### src/txwtc_pkg.sv
// Purpose: Constants for the transmit waveform template control block.
// Assumes: Single channel, AXI4-Lite with 32-bit data, 12-bit byte address.
// Notes: Register byte address is four times the register index.
//
// Behaviour
// The scaling register keeps a six-bit amplitude factor in bits 5..0, bits 7..6 read zero, reset 0x36.
// In T1/J1 mode code 110110 is nominal and each step is 2 percent, limited to +20 and -100 percent.
// In E1 mode code 100001 is nominal and each step is 3 percent, limited to +100 and -100 percent.
// Software should write 100001 to the scaling field when the channel runs in E1 mode.
// A pulse template selector with its top bit set picks the programmable waveform, lower bits ignored.
// Access enable, direction, index and sample value act only while the selector matches 1XXX.
// Bit 6 of the access register enables template RAM access, reset zero.
// Bit 5 of the access register picks direction, zero writes and one reads, reset zero.
// Bits 4..0 give the sample index, codes 19 to 31 all map to sample 19, reset zero.
// Bits 6..0 of the sample register hold the seven-bit sample for the indexed RAM slot, bit 7 zero.
// The sample register changes only when software writes it.
// In read direction with access enabled, the RAM sample at the index reads back through the sample register.

package txwtc_pkg;

    // ----------------------------------------------------------------
    // Bus
    // ----------------------------------------------------------------
    localparam int ADDR_W = 12;
    localparam int DATA_W = 32;
    localparam logic [9:0] IDX_PULSE = 10'h006;
    localparam logic [9:0] IDX_SCALE = 10'h007;
    localparam logic [9:0] IDX_ACCESS = 10'h008;
    localparam logic [9:0] IDX_SAMPLE = 10'h009;
    localparam int SEL_PULSE = 0;
    localparam int SEL_SCALE = 1;
    localparam int SEL_ACCESS = 2;
    localparam int SEL_SAMPLE = 3;
    localparam logic [1:0] RESP_OKAY = 2'h0;
    localparam logic [1:0] RESP_SLVERR = 2'h2;

    // ----------------------------------------------------------------
    // Fields and resets
    // ----------------------------------------------------------------
    localparam int SCALE_W = 6;
    localparam int PULSE_W = 4;
    localparam int INDEX_W = 5;
    localparam int SAMPLE_W = 7;
    localparam int PCT_W = 9;
    localparam int ARB_BIT = 3;
    localparam int ACC_EN_BIT = 6;
    localparam int ACC_DIR_BIT = 5;
    localparam logic [SCALE_W-1:0] SCALE_RST = 6'h36;
    localparam logic [PULSE_W-1:0] PULSE_RST = 4'h2;
    localparam logic [INDEX_W-1:0] INDEX_RST = 5'h00;
    localparam logic [SAMPLE_W-1:0] SAMPLE_RST = 7'h00;

    // ----------------------------------------------------------------
    // Amplitude scaling
    // ----------------------------------------------------------------
    localparam logic [SCALE_W-1:0] T1_NOM = 6'h36;
    localparam logic [SCALE_W-1:0] E1_NOM = 6'h21;
    localparam logic signed [10:0] T1_STEP = 11'h002;
    localparam logic signed [10:0] E1_STEP = 11'h003;
    localparam logic signed [10:0] T1_MAX = 11'h014;
    localparam logic signed [10:0] E1_MAX = 11'h064;
    localparam logic signed [10:0] PCT_MIN = 11'h79C;

    // ----------------------------------------------------------------
    // Template RAM
    // ----------------------------------------------------------------
    localparam int RAM_DEPTH = 20;
    localparam logic [INDEX_W-1:0] LAST_SAMPLE = 5'h13;

    function automatic logic [INDEX_W-1:0] sample_slot(input logic [INDEX_W-1:0] idx);
        sample_slot = (idx > LAST_SAMPLE) ? LAST_SAMPLE : idx;
    endfunction

endpackage

### src/txwtc_ctrl.sv
// Purpose: Amplitude scaling and template RAM access registers on AXI4-Lite.
// Assumes: e1_mode and shaper_index come from logic on aclk.
// Notes: Unmapped addresses answer SLVERR, reads of them return zero.
//
// Design decision made here: the AXI4-Lite register port.

module txwtc_ctrl (
    // Clock and reset
    input wire logic aclk,
    input wire logic aresetn,
    // AXI4-Lite write address
    input wire logic [txwtc_pkg::ADDR_W-1:0] s_axi_awaddr,
    input wire logic s_axi_awvalid,
    output logic s_axi_awready,
    // AXI4-Lite write data
    input wire logic [txwtc_pkg::DATA_W-1:0] s_axi_wdata,
    input wire logic [3:0] s_axi_wstrb,
    input wire logic s_axi_wvalid,
    output logic s_axi_wready,
    // AXI4-Lite write response
    output logic [1:0] s_axi_bresp,
    output logic s_axi_bvalid,
    input wire logic s_axi_bready,
    // AXI4-Lite read address
    input wire logic [txwtc_pkg::ADDR_W-1:0] s_axi_araddr,
    input wire logic s_axi_arvalid,
    output logic s_axi_arready,
    // AXI4-Lite read data
    output logic [txwtc_pkg::DATA_W-1:0] s_axi_rdata,
    output logic [1:0] s_axi_rresp,
    output logic s_axi_rvalid,
    input wire logic s_axi_rready,
    // Line mode
    input wire logic e1_mode,
    // Pulse shaper side
    input wire logic [txwtc_pkg::INDEX_W-1:0] shaper_index,
    output logic [txwtc_pkg::SCALE_W-1:0] amp_scale_factor,
    output logic signed [txwtc_pkg::PCT_W-1:0] amp_percent,
    output logic [txwtc_pkg::PULSE_W-1:0] pulse_template_select,
    output logic arb_wave_enable,
    output logic [txwtc_pkg::SAMPLE_W-1:0] shaper_sample
);

    // ----------------------------------------------------------------
    // Address decode
    // ----------------------------------------------------------------
    function automatic logic [3:0] reg_decode(input logic [txwtc_pkg::ADDR_W-1:0] addr);
        logic [txwtc_pkg::ADDR_W-3:0] idx;
        idx = addr[txwtc_pkg::ADDR_W-1:2];
        reg_decode = {idx == txwtc_pkg::IDX_SAMPLE, idx == txwtc_pkg::IDX_ACCESS,
                      idx == txwtc_pkg::IDX_SCALE, idx == txwtc_pkg::IDX_PULSE};
    endfunction

    // ----------------------------------------------------------------
    // Declarations
    // ----------------------------------------------------------------
    logic aw_held_r;
    logic w_held_r;
    logic [txwtc_pkg::ADDR_W-1:0] awaddr_r;
    logic [txwtc_pkg::DATA_W-1:0] wdata_r;
    logic wlane0_r;
    logic bvalid_r;
    logic [1:0] bresp_r;
    logic rvalid_r;
    logic [1:0] rresp_r;
    logic [txwtc_pkg::DATA_W-1:0] rdata_r;

    logic [txwtc_pkg::PULSE_W-1:0] pulse_sel_r;
    logic [txwtc_pkg::SCALE_W-1:0] amp_scale_r;
    logic acc_en_r;
    logic acc_dir_r;
    logic [txwtc_pkg::INDEX_W-1:0] acc_idx_r;
    logic [txwtc_pkg::SAMPLE_W-1:0] sample_value_r;
    logic signed [txwtc_pkg::PCT_W-1:0] amp_pct_r;

    logic aw_take;
    logic w_take;
    logic wr_fire;
    logic [txwtc_pkg::ADDR_W-1:0] wr_addr;
    logic [txwtc_pkg::DATA_W-1:0] wr_data;
    logic wr_lane0;
    logic [3:0] wr_sel;
    logic wr_en;
    logic ar_take;
    logic [3:0] rd_sel;
    logic [txwtc_pkg::DATA_W-1:0] rd_word;

    logic arb_mode;
    logic sel_wr_sample;
    logic sel_wr_access;
    logic ram_we;
    logic [txwtc_pkg::INDEX_W-1:0] ram_waddr;
    logic [txwtc_pkg::SAMPLE_W-1:0] ram_wdata;
    logic [txwtc_pkg::SAMPLE_W-1:0] ram_rd_data;
    logic ram_readback;
    logic [txwtc_pkg::SAMPLE_W-1:0] sample_view;

    logic [txwtc_pkg::SCALE_W-1:0] nom_code;
    logic signed [10:0] step_w;
    logic signed [10:0] hi_w;
    logic signed [10:0] diff_w;
    logic signed [10:0] prod_w;
    logic signed [10:0] pct_w;

    // ----------------------------------------------------------------
    // Write channels
    // ----------------------------------------------------------------
    // Address and data are caught independently, so either may lead
    assign s_axi_awready = !aw_held_r && !bvalid_r;
    assign s_axi_wready = !w_held_r && !bvalid_r;
    assign aw_take = s_axi_awvalid && s_axi_awready;
    assign w_take = s_axi_wvalid && s_axi_wready;
    assign wr_fire = (aw_held_r || aw_take) && (w_held_r || w_take);
    assign wr_addr = aw_held_r ? awaddr_r : s_axi_awaddr;
    assign wr_data = w_held_r ? wdata_r : s_axi_wdata;
    assign wr_lane0 = w_held_r ? wlane0_r : s_axi_wstrb[0];
    assign wr_sel = reg_decode(wr_addr);
    // Only byte lane 0 holds register bits
    assign wr_en = wr_fire && wr_lane0;

    always_ff @(posedge aclk) begin
        if (!aresetn) begin
            aw_held_r <= 1'b0;
            awaddr_r <= '0;
        end else if (wr_fire) begin
            aw_held_r <= 1'b0;
        end else if (aw_take) begin
            aw_held_r <= 1'b1;
            awaddr_r <= s_axi_awaddr;
        end
    end

    always_ff @(posedge aclk) begin
        if (!aresetn) begin
            w_held_r <= 1'b0;
            wdata_r <= '0;
            wlane0_r <= 1'b0;
        end else if (wr_fire) begin
            w_held_r <= 1'b0;
        end else if (w_take) begin
            w_held_r <= 1'b1;
            wdata_r <= s_axi_wdata;
            wlane0_r <= s_axi_wstrb[0];
        end
    end

    always_ff @(posedge aclk) begin
        if (!aresetn) begin
            bvalid_r <= 1'b0;
            bresp_r <= txwtc_pkg::RESP_OKAY;
        end else if (wr_fire) begin
            bvalid_r <= 1'b1;
            bresp_r <= (|wr_sel) ? txwtc_pkg::RESP_OKAY : txwtc_pkg::RESP_SLVERR;
        end else if (s_axi_bready) begin
            bvalid_r <= 1'b0;
        end
    end

    assign s_axi_bvalid = bvalid_r;
    assign s_axi_bresp = bresp_r;

    // ----------------------------------------------------------------
    // Control registers
    // ----------------------------------------------------------------
    assign sel_wr_sample = wr_en && wr_sel[txwtc_pkg::SEL_SAMPLE];
    assign sel_wr_access = wr_en && wr_sel[txwtc_pkg::SEL_ACCESS];

    always_ff @(posedge aclk) begin
        if (!aresetn) begin
            pulse_sel_r <= txwtc_pkg::PULSE_RST;
            amp_scale_r <= txwtc_pkg::SCALE_RST;
        end else begin
            if (wr_en && wr_sel[txwtc_pkg::SEL_PULSE]) begin
                pulse_sel_r <= wr_data[txwtc_pkg::PULSE_W-1:0];
            end
            if (wr_en && wr_sel[txwtc_pkg::SEL_SCALE]) begin
                amp_scale_r <= wr_data[txwtc_pkg::SCALE_W-1:0];
            end
        end
    end

    always_ff @(posedge aclk) begin
        if (!aresetn) begin
            acc_en_r <= 1'b0;
            acc_dir_r <= 1'b0;
            acc_idx_r <= txwtc_pkg::INDEX_RST;
        end else if (sel_wr_access) begin
            acc_en_r <= wr_data[txwtc_pkg::ACC_EN_BIT];
            acc_dir_r <= wr_data[txwtc_pkg::ACC_DIR_BIT];
            acc_idx_r <= wr_data[txwtc_pkg::INDEX_W-1:0];
        end
    end

    // Only a software write touches the sample; readback goes around it
    always_ff @(posedge aclk) begin
        if (!aresetn) begin
            sample_value_r <= txwtc_pkg::SAMPLE_RST;
        end else if (sel_wr_sample) begin
            sample_value_r <= wr_data[txwtc_pkg::SAMPLE_W-1:0];
        end
    end

    // ----------------------------------------------------------------
    // Template RAM access
    // ----------------------------------------------------------------
    // Top selector bit alone picks the programmable waveform
    assign arb_mode = pulse_sel_r[txwtc_pkg::ARB_BIT];
    // A write lands either when a sample is written under write access,
    // or when write access is armed, storing the sample already held
    assign ram_we = arb_mode
        && ((sel_wr_sample && acc_en_r && !acc_dir_r)
        || (sel_wr_access && wr_data[txwtc_pkg::ACC_EN_BIT]
            && !wr_data[txwtc_pkg::ACC_DIR_BIT]));
    assign ram_waddr = txwtc_pkg::sample_slot(sel_wr_access ?
        wr_data[txwtc_pkg::INDEX_W-1:0] : acc_idx_r);
    assign ram_wdata = sel_wr_access ? sample_value_r : wr_data[txwtc_pkg::SAMPLE_W-1:0];
    assign ram_readback = arb_mode && acc_en_r && acc_dir_r;
    assign sample_view = ram_readback ? ram_rd_data : sample_value_r;

    txwtc_tmpl_ram u_ram (
        .aclk(aclk),
        .aresetn(aresetn),
        .we(ram_we),
        .waddr(ram_waddr),
        .wdata(ram_wdata),
        .sw_raddr(acc_idx_r),
        .sw_rdata(ram_rd_data),
        .shp_raddr(shaper_index),
        .shp_rdata(shaper_sample)
    );

    // ----------------------------------------------------------------
    // Read channel
    // ----------------------------------------------------------------
    assign s_axi_arready = !rvalid_r;
    assign ar_take = s_axi_arvalid && s_axi_arready;
    assign rd_sel = reg_decode(s_axi_araddr);
    // Reserved bits and unmapped words read zero
    assign rd_word = rd_sel[txwtc_pkg::SEL_PULSE] ? {28'h0000000, pulse_sel_r} :
        rd_sel[txwtc_pkg::SEL_SCALE] ? {26'h0000000, amp_scale_r} :
        rd_sel[txwtc_pkg::SEL_ACCESS] ? {25'h0000000, acc_en_r, acc_dir_r, acc_idx_r} :
        rd_sel[txwtc_pkg::SEL_SAMPLE] ? {25'h0000000, sample_view} :
        32'h00000000;

    always_ff @(posedge aclk) begin
        if (!aresetn) begin
            rvalid_r <= 1'b0;
            rresp_r <= txwtc_pkg::RESP_OKAY;
            rdata_r <= '0;
        end else if (ar_take) begin
            rvalid_r <= 1'b1;
            rresp_r <= (|rd_sel) ? txwtc_pkg::RESP_OKAY : txwtc_pkg::RESP_SLVERR;
            rdata_r <= rd_word;
        end else if (s_axi_rready) begin
            rvalid_r <= 1'b0;
        end
    end

    assign s_axi_rvalid = rvalid_r;
    assign s_axi_rresp = rresp_r;
    assign s_axi_rdata = rdata_r;

    // ----------------------------------------------------------------
    // Amplitude percentage
    // ----------------------------------------------------------------
    // Signed offset from nominal; clamped to the mode's span
    assign nom_code = e1_mode ? txwtc_pkg::E1_NOM : txwtc_pkg::T1_NOM;
    assign step_w = e1_mode ? txwtc_pkg::E1_STEP : txwtc_pkg::T1_STEP;
    assign hi_w = e1_mode ? txwtc_pkg::E1_MAX : txwtc_pkg::T1_MAX;
    assign diff_w = $signed({5'h00, amp_scale_r}) - $signed({5'h00, nom_code});
    assign prod_w = diff_w * step_w;
    assign pct_w = (prod_w > hi_w) ? hi_w :
        (prod_w < txwtc_pkg::PCT_MIN) ? txwtc_pkg::PCT_MIN : prod_w;

    always_ff @(posedge aclk) begin
        if (!aresetn) begin
            amp_pct_r <= '0;
        end else begin
            amp_pct_r <= pct_w[txwtc_pkg::PCT_W-1:0];
        end
    end

    assign amp_scale_factor = amp_scale_r;
    assign amp_percent = amp_pct_r;
    assign pulse_template_select = pulse_sel_r;
    assign arb_wave_enable = arb_mode;
endmodule

### src/txwtc_tmpl_ram.sv
// Purpose: Twenty-entry template sample store with two read ports.
// Assumes: Indices already arrive from the aclk domain.
// Notes: Cleared by reset so readback is never undefined.

module txwtc_tmpl_ram (
    // Clock and reset
    input wire logic aclk,
    input wire logic aresetn,
    // Write port
    input wire logic we,
    input wire logic [txwtc_pkg::INDEX_W-1:0] waddr,
    input wire logic [txwtc_pkg::SAMPLE_W-1:0] wdata,
    // Software read port
    input wire logic [txwtc_pkg::INDEX_W-1:0] sw_raddr,
    output logic [txwtc_pkg::SAMPLE_W-1:0] sw_rdata,
    // Pulse shaper read port
    input wire logic [txwtc_pkg::INDEX_W-1:0] shp_raddr,
    output logic [txwtc_pkg::SAMPLE_W-1:0] shp_rdata
);

    logic [txwtc_pkg::SAMPLE_W-1:0] mem [0:txwtc_pkg::RAM_DEPTH-1];
    logic [txwtc_pkg::INDEX_W-1:0] shp_slot;
    logic [txwtc_pkg::SAMPLE_W-1:0] shp_rdata_r;

    genvar i;
    generate
        for (i = 0; i < txwtc_pkg::RAM_DEPTH; i = i + 1) begin : g_entry
            always_ff @(posedge aclk) begin
                if (!aresetn) begin
                    mem[i] <= txwtc_pkg::SAMPLE_RST;
                end else if (we && int'(waddr) == i) begin
                    mem[i] <= wdata;
                end
            end
        end
    endgenerate

    // Index clamp keeps the array reads in range
    assign sw_rdata = mem[txwtc_pkg::sample_slot(sw_raddr)];
    assign shp_slot = txwtc_pkg::sample_slot(shp_raddr);

    always_ff @(posedge aclk) begin
        if (!aresetn) begin
            shp_rdata_r <= txwtc_pkg::SAMPLE_RST;
        end else begin
            shp_rdata_r <= mem[shp_slot];
        end
    end

    assign shp_rdata = shp_rdata_r;

endmodule
### config.mk
export PLATFORM = sky130hd
export DESIGN_NAME = txwtc_ctrl
export DESIGN_NICKNAME = d
export VERILOG_FILES = /design/src/txwtc_pkg.sv /design/src/txwtc_ctrl.sv /design/src/txwtc_tmpl_ram.sv
export SDC_FILE = /design/constraint.sdc
export NUM_CORES = 1
export LEC_CHECK = 0
export BUFFER_PORTS_ARGS = -buffer_cell sky130_fd_sc_hd__buf_4
export CAP_MARGIN = 40
export CORE_MARGIN = 10
export CORE_UTILIZATION = 62
export CTS_CLUSTER_SIZE = 12
export DETAILED_ROUTE_END_ITERATION = 7
export GPL_ROUTABILITY_DRIVEN = 1
export MAX_ROUTING_LAYER = met4
export PLACE_DENSITY = 0.83
export SLEW_MARGIN = 40
export SYNTH_ARGS = -nofsm -noshare
export SYNTH_HDL_FRONTEND = slang
export SYNTH_SLANG_ARGS = --single-unit
### constraint.sdc
create_clock -name aclk -period 8 [get_ports aclk]
set_input_delay 0.8 -clock aclk [delete_from_list [all_inputs] [get_ports aclk]]
set_output_delay 0.8 -clock aclk [all_outputs]
set_load 0.01 [all_outputs]
==> reports/qor.yml <==
slowest_stage: "or3b_2"
setup_viol: 0
crit_required_ns: 8.40
cts_hold_buffers: 0
grt_usage: 0.272
tritoncts: "yes"
ff2ff_setup_slack_ns: 3.21
cp-end-kind: "register"
critPathMaxStageDelay_ns: 0.48
avgViaCountPerCell: 6.59
n_antenna_cell: 0
ant_nets: 0
synthSimpleGateAreaFrac: 0.167
yosysUniqueCellTypes: 74
final-max-slew-violation-count: 0
drive_above_1_share: 0.181
clock_sinks: 211
synthCells: 1164
grt_pass1_wl_um: 51800
cts_htree_levels: 1
fin_setup_tns_ns: 0
synthXorXnorAreaFrac: 0.00441
synth_top_cell_area_share: 0.353
hold_violations: 0
cts_setup_buffers: 0
ir_worst_vdd_uv: 145
reg2reg_from: "amp_scale_factor[1]$_SDFFE_PN1P_"
clock_skew_ns: 0.0141
cap_violations: 0
cts.reportedPaths.clkPinSlew_ns: 0.06
vias: 9809
power.total_mw: 2.60
synthToLayoutAreaGrowth_pct: 11.8
async_flop_share: 0
layout.nets: 1305
yosysWarnings: 0
gp_congestion: 0.993
yosysTopAreaCell: "edfxtp_1"
min-delay-start: "pulse_template_select[2]$_SDFFE_PN0P_"
hpwl_um: 23200
ys_ff_latch: 211
die-area_um2: 25200
cts_buffer_depth: 3
avgSynthCellArea_um2: 10.2
synth_compound_area_frac: 0.133
holdPathEnd: "pulse_template_select[2]$_SDFFE_PN0P_"
final_util: 0.707
period_share: 0.600
synth-edff-count: 140
fmax_mhz: 208
root_buffer: "clkbuf_16"
dieHeight_um: 159
synthMuxAreaShare: 0.148
ios: 141
slew_headroom: 0.430
post_cts_resized: 0
crit_chain: "buf_4 > ha_1 > nor2b_1 > o21ai_0 > or3b_2 > a21oi_1 > xnor2_1 > and2_1 > ha_1 > ha_1 > or2_2 > o21ai_0 > xnor2_1 > ha_1 > nand4_1 > nor3b_1 > nand3_1 > a21o_1 > o21a_1 > o311a_1"
crit_arrival_ns: 5.20
overflow: 0
p_leak_nw: 5.15
syn_area_um2: 11900
drt-total-wl_um: 34000
drt_iter0_markers: 1414
p_per_area_nw_per_um2: 195
fp.dieW_um: 159
min_path_cells: 2
clk_latency_ns: 0.52
grt_pass1_vias: 9308
antenna_found_initial: 0
io_buffer_count: 81
initial_utilization: 0.632
nFillCells: 1341
rr_endpoint: "amp_percent[4]$_SDFF_PN0_"
cts_buffers: 23
synthFlopType: "edfxtp_1"
grt_start_max_net_pins: 69
ys_seq_area_frac: 0.472
grt_setup_unrepaired: "false"
cpMostUsedCell: "ha_1"
drc: 0
wl_per_cell_um: 22.8
synth_adder_area_share: 0.0223
fin_crit_ns: 4.80
tightest_slew_ns: 0.850
rr_worst_depth: 19
coreArea_um2: 18800
min_path_type: "register to register"
crit_type: "input port to register"
synth_area_leaders: "edfxtp_1 35%, dfxtp_1 12%, mux2i_1 7.1%, nor2_1 6.1%, mux4_2 4.3%"
crit_fanout: 14
drt_pre_antenna_iters: 8
worstSetupStartpointType: "input port"
num_rows: 50
synth_top_family_by_area: "simple AND/OR/NAND/NOR gates"
status: "finished, final reports clean"
## Yosys cell counts, types with 4 or more instances
cell,number
nor3_1,16
a21oi_1,23
and3_1,12
or2_2,13
nor2b_1,14
ha_1,18
clkbuf_1,55
o211ai_1,9
inv_1,19
buf_2,10
a311oi_1,5
nor2_1,193
o211a_1,8
nand3b_1,4
and2_1,10
a31oi_1,11
buf_4,34
nand2_1,98
o41ai_1,4
nor3b_1,4
xnor2_1,6
dfxtp_1,71
o21a_1,5
a211o_1,5
nand3_1,21
o22ai_1,40
o2111ai_1,9
buf_1,5
mux4_2,23
mux2i_1,84
nor4_1,5
a211oi_1,26
mux2_2,28
nand4_1,12
a221oi_1,6
nand2b_1,13
o21ai_0,47
o31a_1,4
edfxtp_1,140
## kinds of logic after synthesis
group                      Yosys count
DFF                                211
AOI/OAI and AO/OA                  229
buffers and inverters              126
xor gates and xnor gates             6
other                                1
adders and majority gates           20
and+or+nand+nor                    431
muxes                              140
## critical path, delay by kind of cell
family | cells | cell delay (ns)
AND/OR/NAND/NOR | 7 | 1.48
adder cells (fa/ha/maj) | 4 | 1.18
XOR/XNOR | 2 | 0.24
buffers and inverters | 1 | 0.17
AO/OA/AOI/OAI | 6 | 1.33
## cells in the final DEF, fill, tap and decap left out, types with 13 or more instances in the layout
cell	Yosys	layout
edfxtp_1	140	140
o22ai_1	40	40
nor2b_1	14	13
inv_1	19	19
nor2_1	193	190
buf_4	34	102
or2_2	13	13
mux2i_1	84	83
nor3_1	16	16
nand3_1	21	21
a211oi_1	26	26
dfxtp_1	71	71
conb_1	1	27
o21ai_0	47	41
ha_1	18	18
mux4_2	23	23
clkbuf_16	0	23
a21oi_1	23	23
nand2_1	98	97
mux2_2	28	28
## per-stage QoR
| step | instance area (um2) | instances | hold WS [ns] | worst slack (ns) |
|---|---|---|---|---|
| floorplan | 12000 | 1190 | 0.455 | 3.20 |
| global placement | 12600 | 1447 | 0.463 | 2.75 |
| detailed placement | 12600 | 1447 | 0.481 | 2.67 |
| CTS | 13300 | 1488 | 0.489 | 3.19 |
| global route | 13300 | 1488 | 0.512 | 2.97 |
| finish | 13300 | 1488 | 0.485 | 3.20 |
## how the worst max path moves through the flow
stage / depth (start not counted) / from / endpoint / slack, ns
detailed placement: 20 / e1_mode / amp_percent[4]$_SDFF_PN0_ / 2.67
floorplan: 19 / e1_mode / amp_percent[4]$_SDFF_PN0_ / 3.20
global placement: 20 / e1_mode / amp_percent[4]$_SDFF_PN0_ / 2.75
finish: 20 / e1_mode / amp_percent[4]$_SDFF_PN0_ / 3.20
CTS: 20 / e1_mode / amp_percent[4]$_SDFF_PN0_ / 3.19
global route: 19 / amp_scale_factor[1]$_SDFFE_PN1P_ / amp_percent[4]$_SDFF_PN0_ / 2.97
## report_power, final
part	leakage, nW	internal (mW)	switching (mW)
clock network	0.365	0.610	0.426
registers	2.02	1.20	0.0254
logic	2.77	0.137	0.202
total	5.15	1.95	0.653
## sequential cells by signal, summed over array words and instances, names as in the netlist, 4 cells and up
register / flops
u_ram.mem: 140
awaddr_r: 10
amp_percent: 9
s_axi_rdata: 7
sample_value_r: 7
u_ram.shp_rdata: 7
wdata_r: 7
amp_scale_factor: 6
acc_idx_r: 5
pulse_template_select: 4
## routing by layer
layer | vias to the layer above | part of all wire | track usage
met5 | - | 0 | -
met4 | 0 | 0.056 | 0.133
met3 | 146 | 0.12 | 0.0564
met2 | 678 | 0.45 | 0.417
met1 | 4622 | 0.37 | 0.340
li1 | 4363 | - | -
## cell type report
| class | count | area (um2) | share of cell area |
|---|---|---|---|
| multi-input combinational | 853 | 5780 | 0.434 |
| inverter | 20 | 75.1 | 0.00564 |
| clock buffer | 36 | 677 | 0.0509 |
| timing repair buffer | 103 | 777 | 0.0584 |
| clock inverter | 5 | 50.0 | 0.00376 |
| sequential | 211 | 5630 | 0.423 |
| tap | 260 | 325 | 0.0244 |
Note: power is estimated with default switching activity, not from simulation.
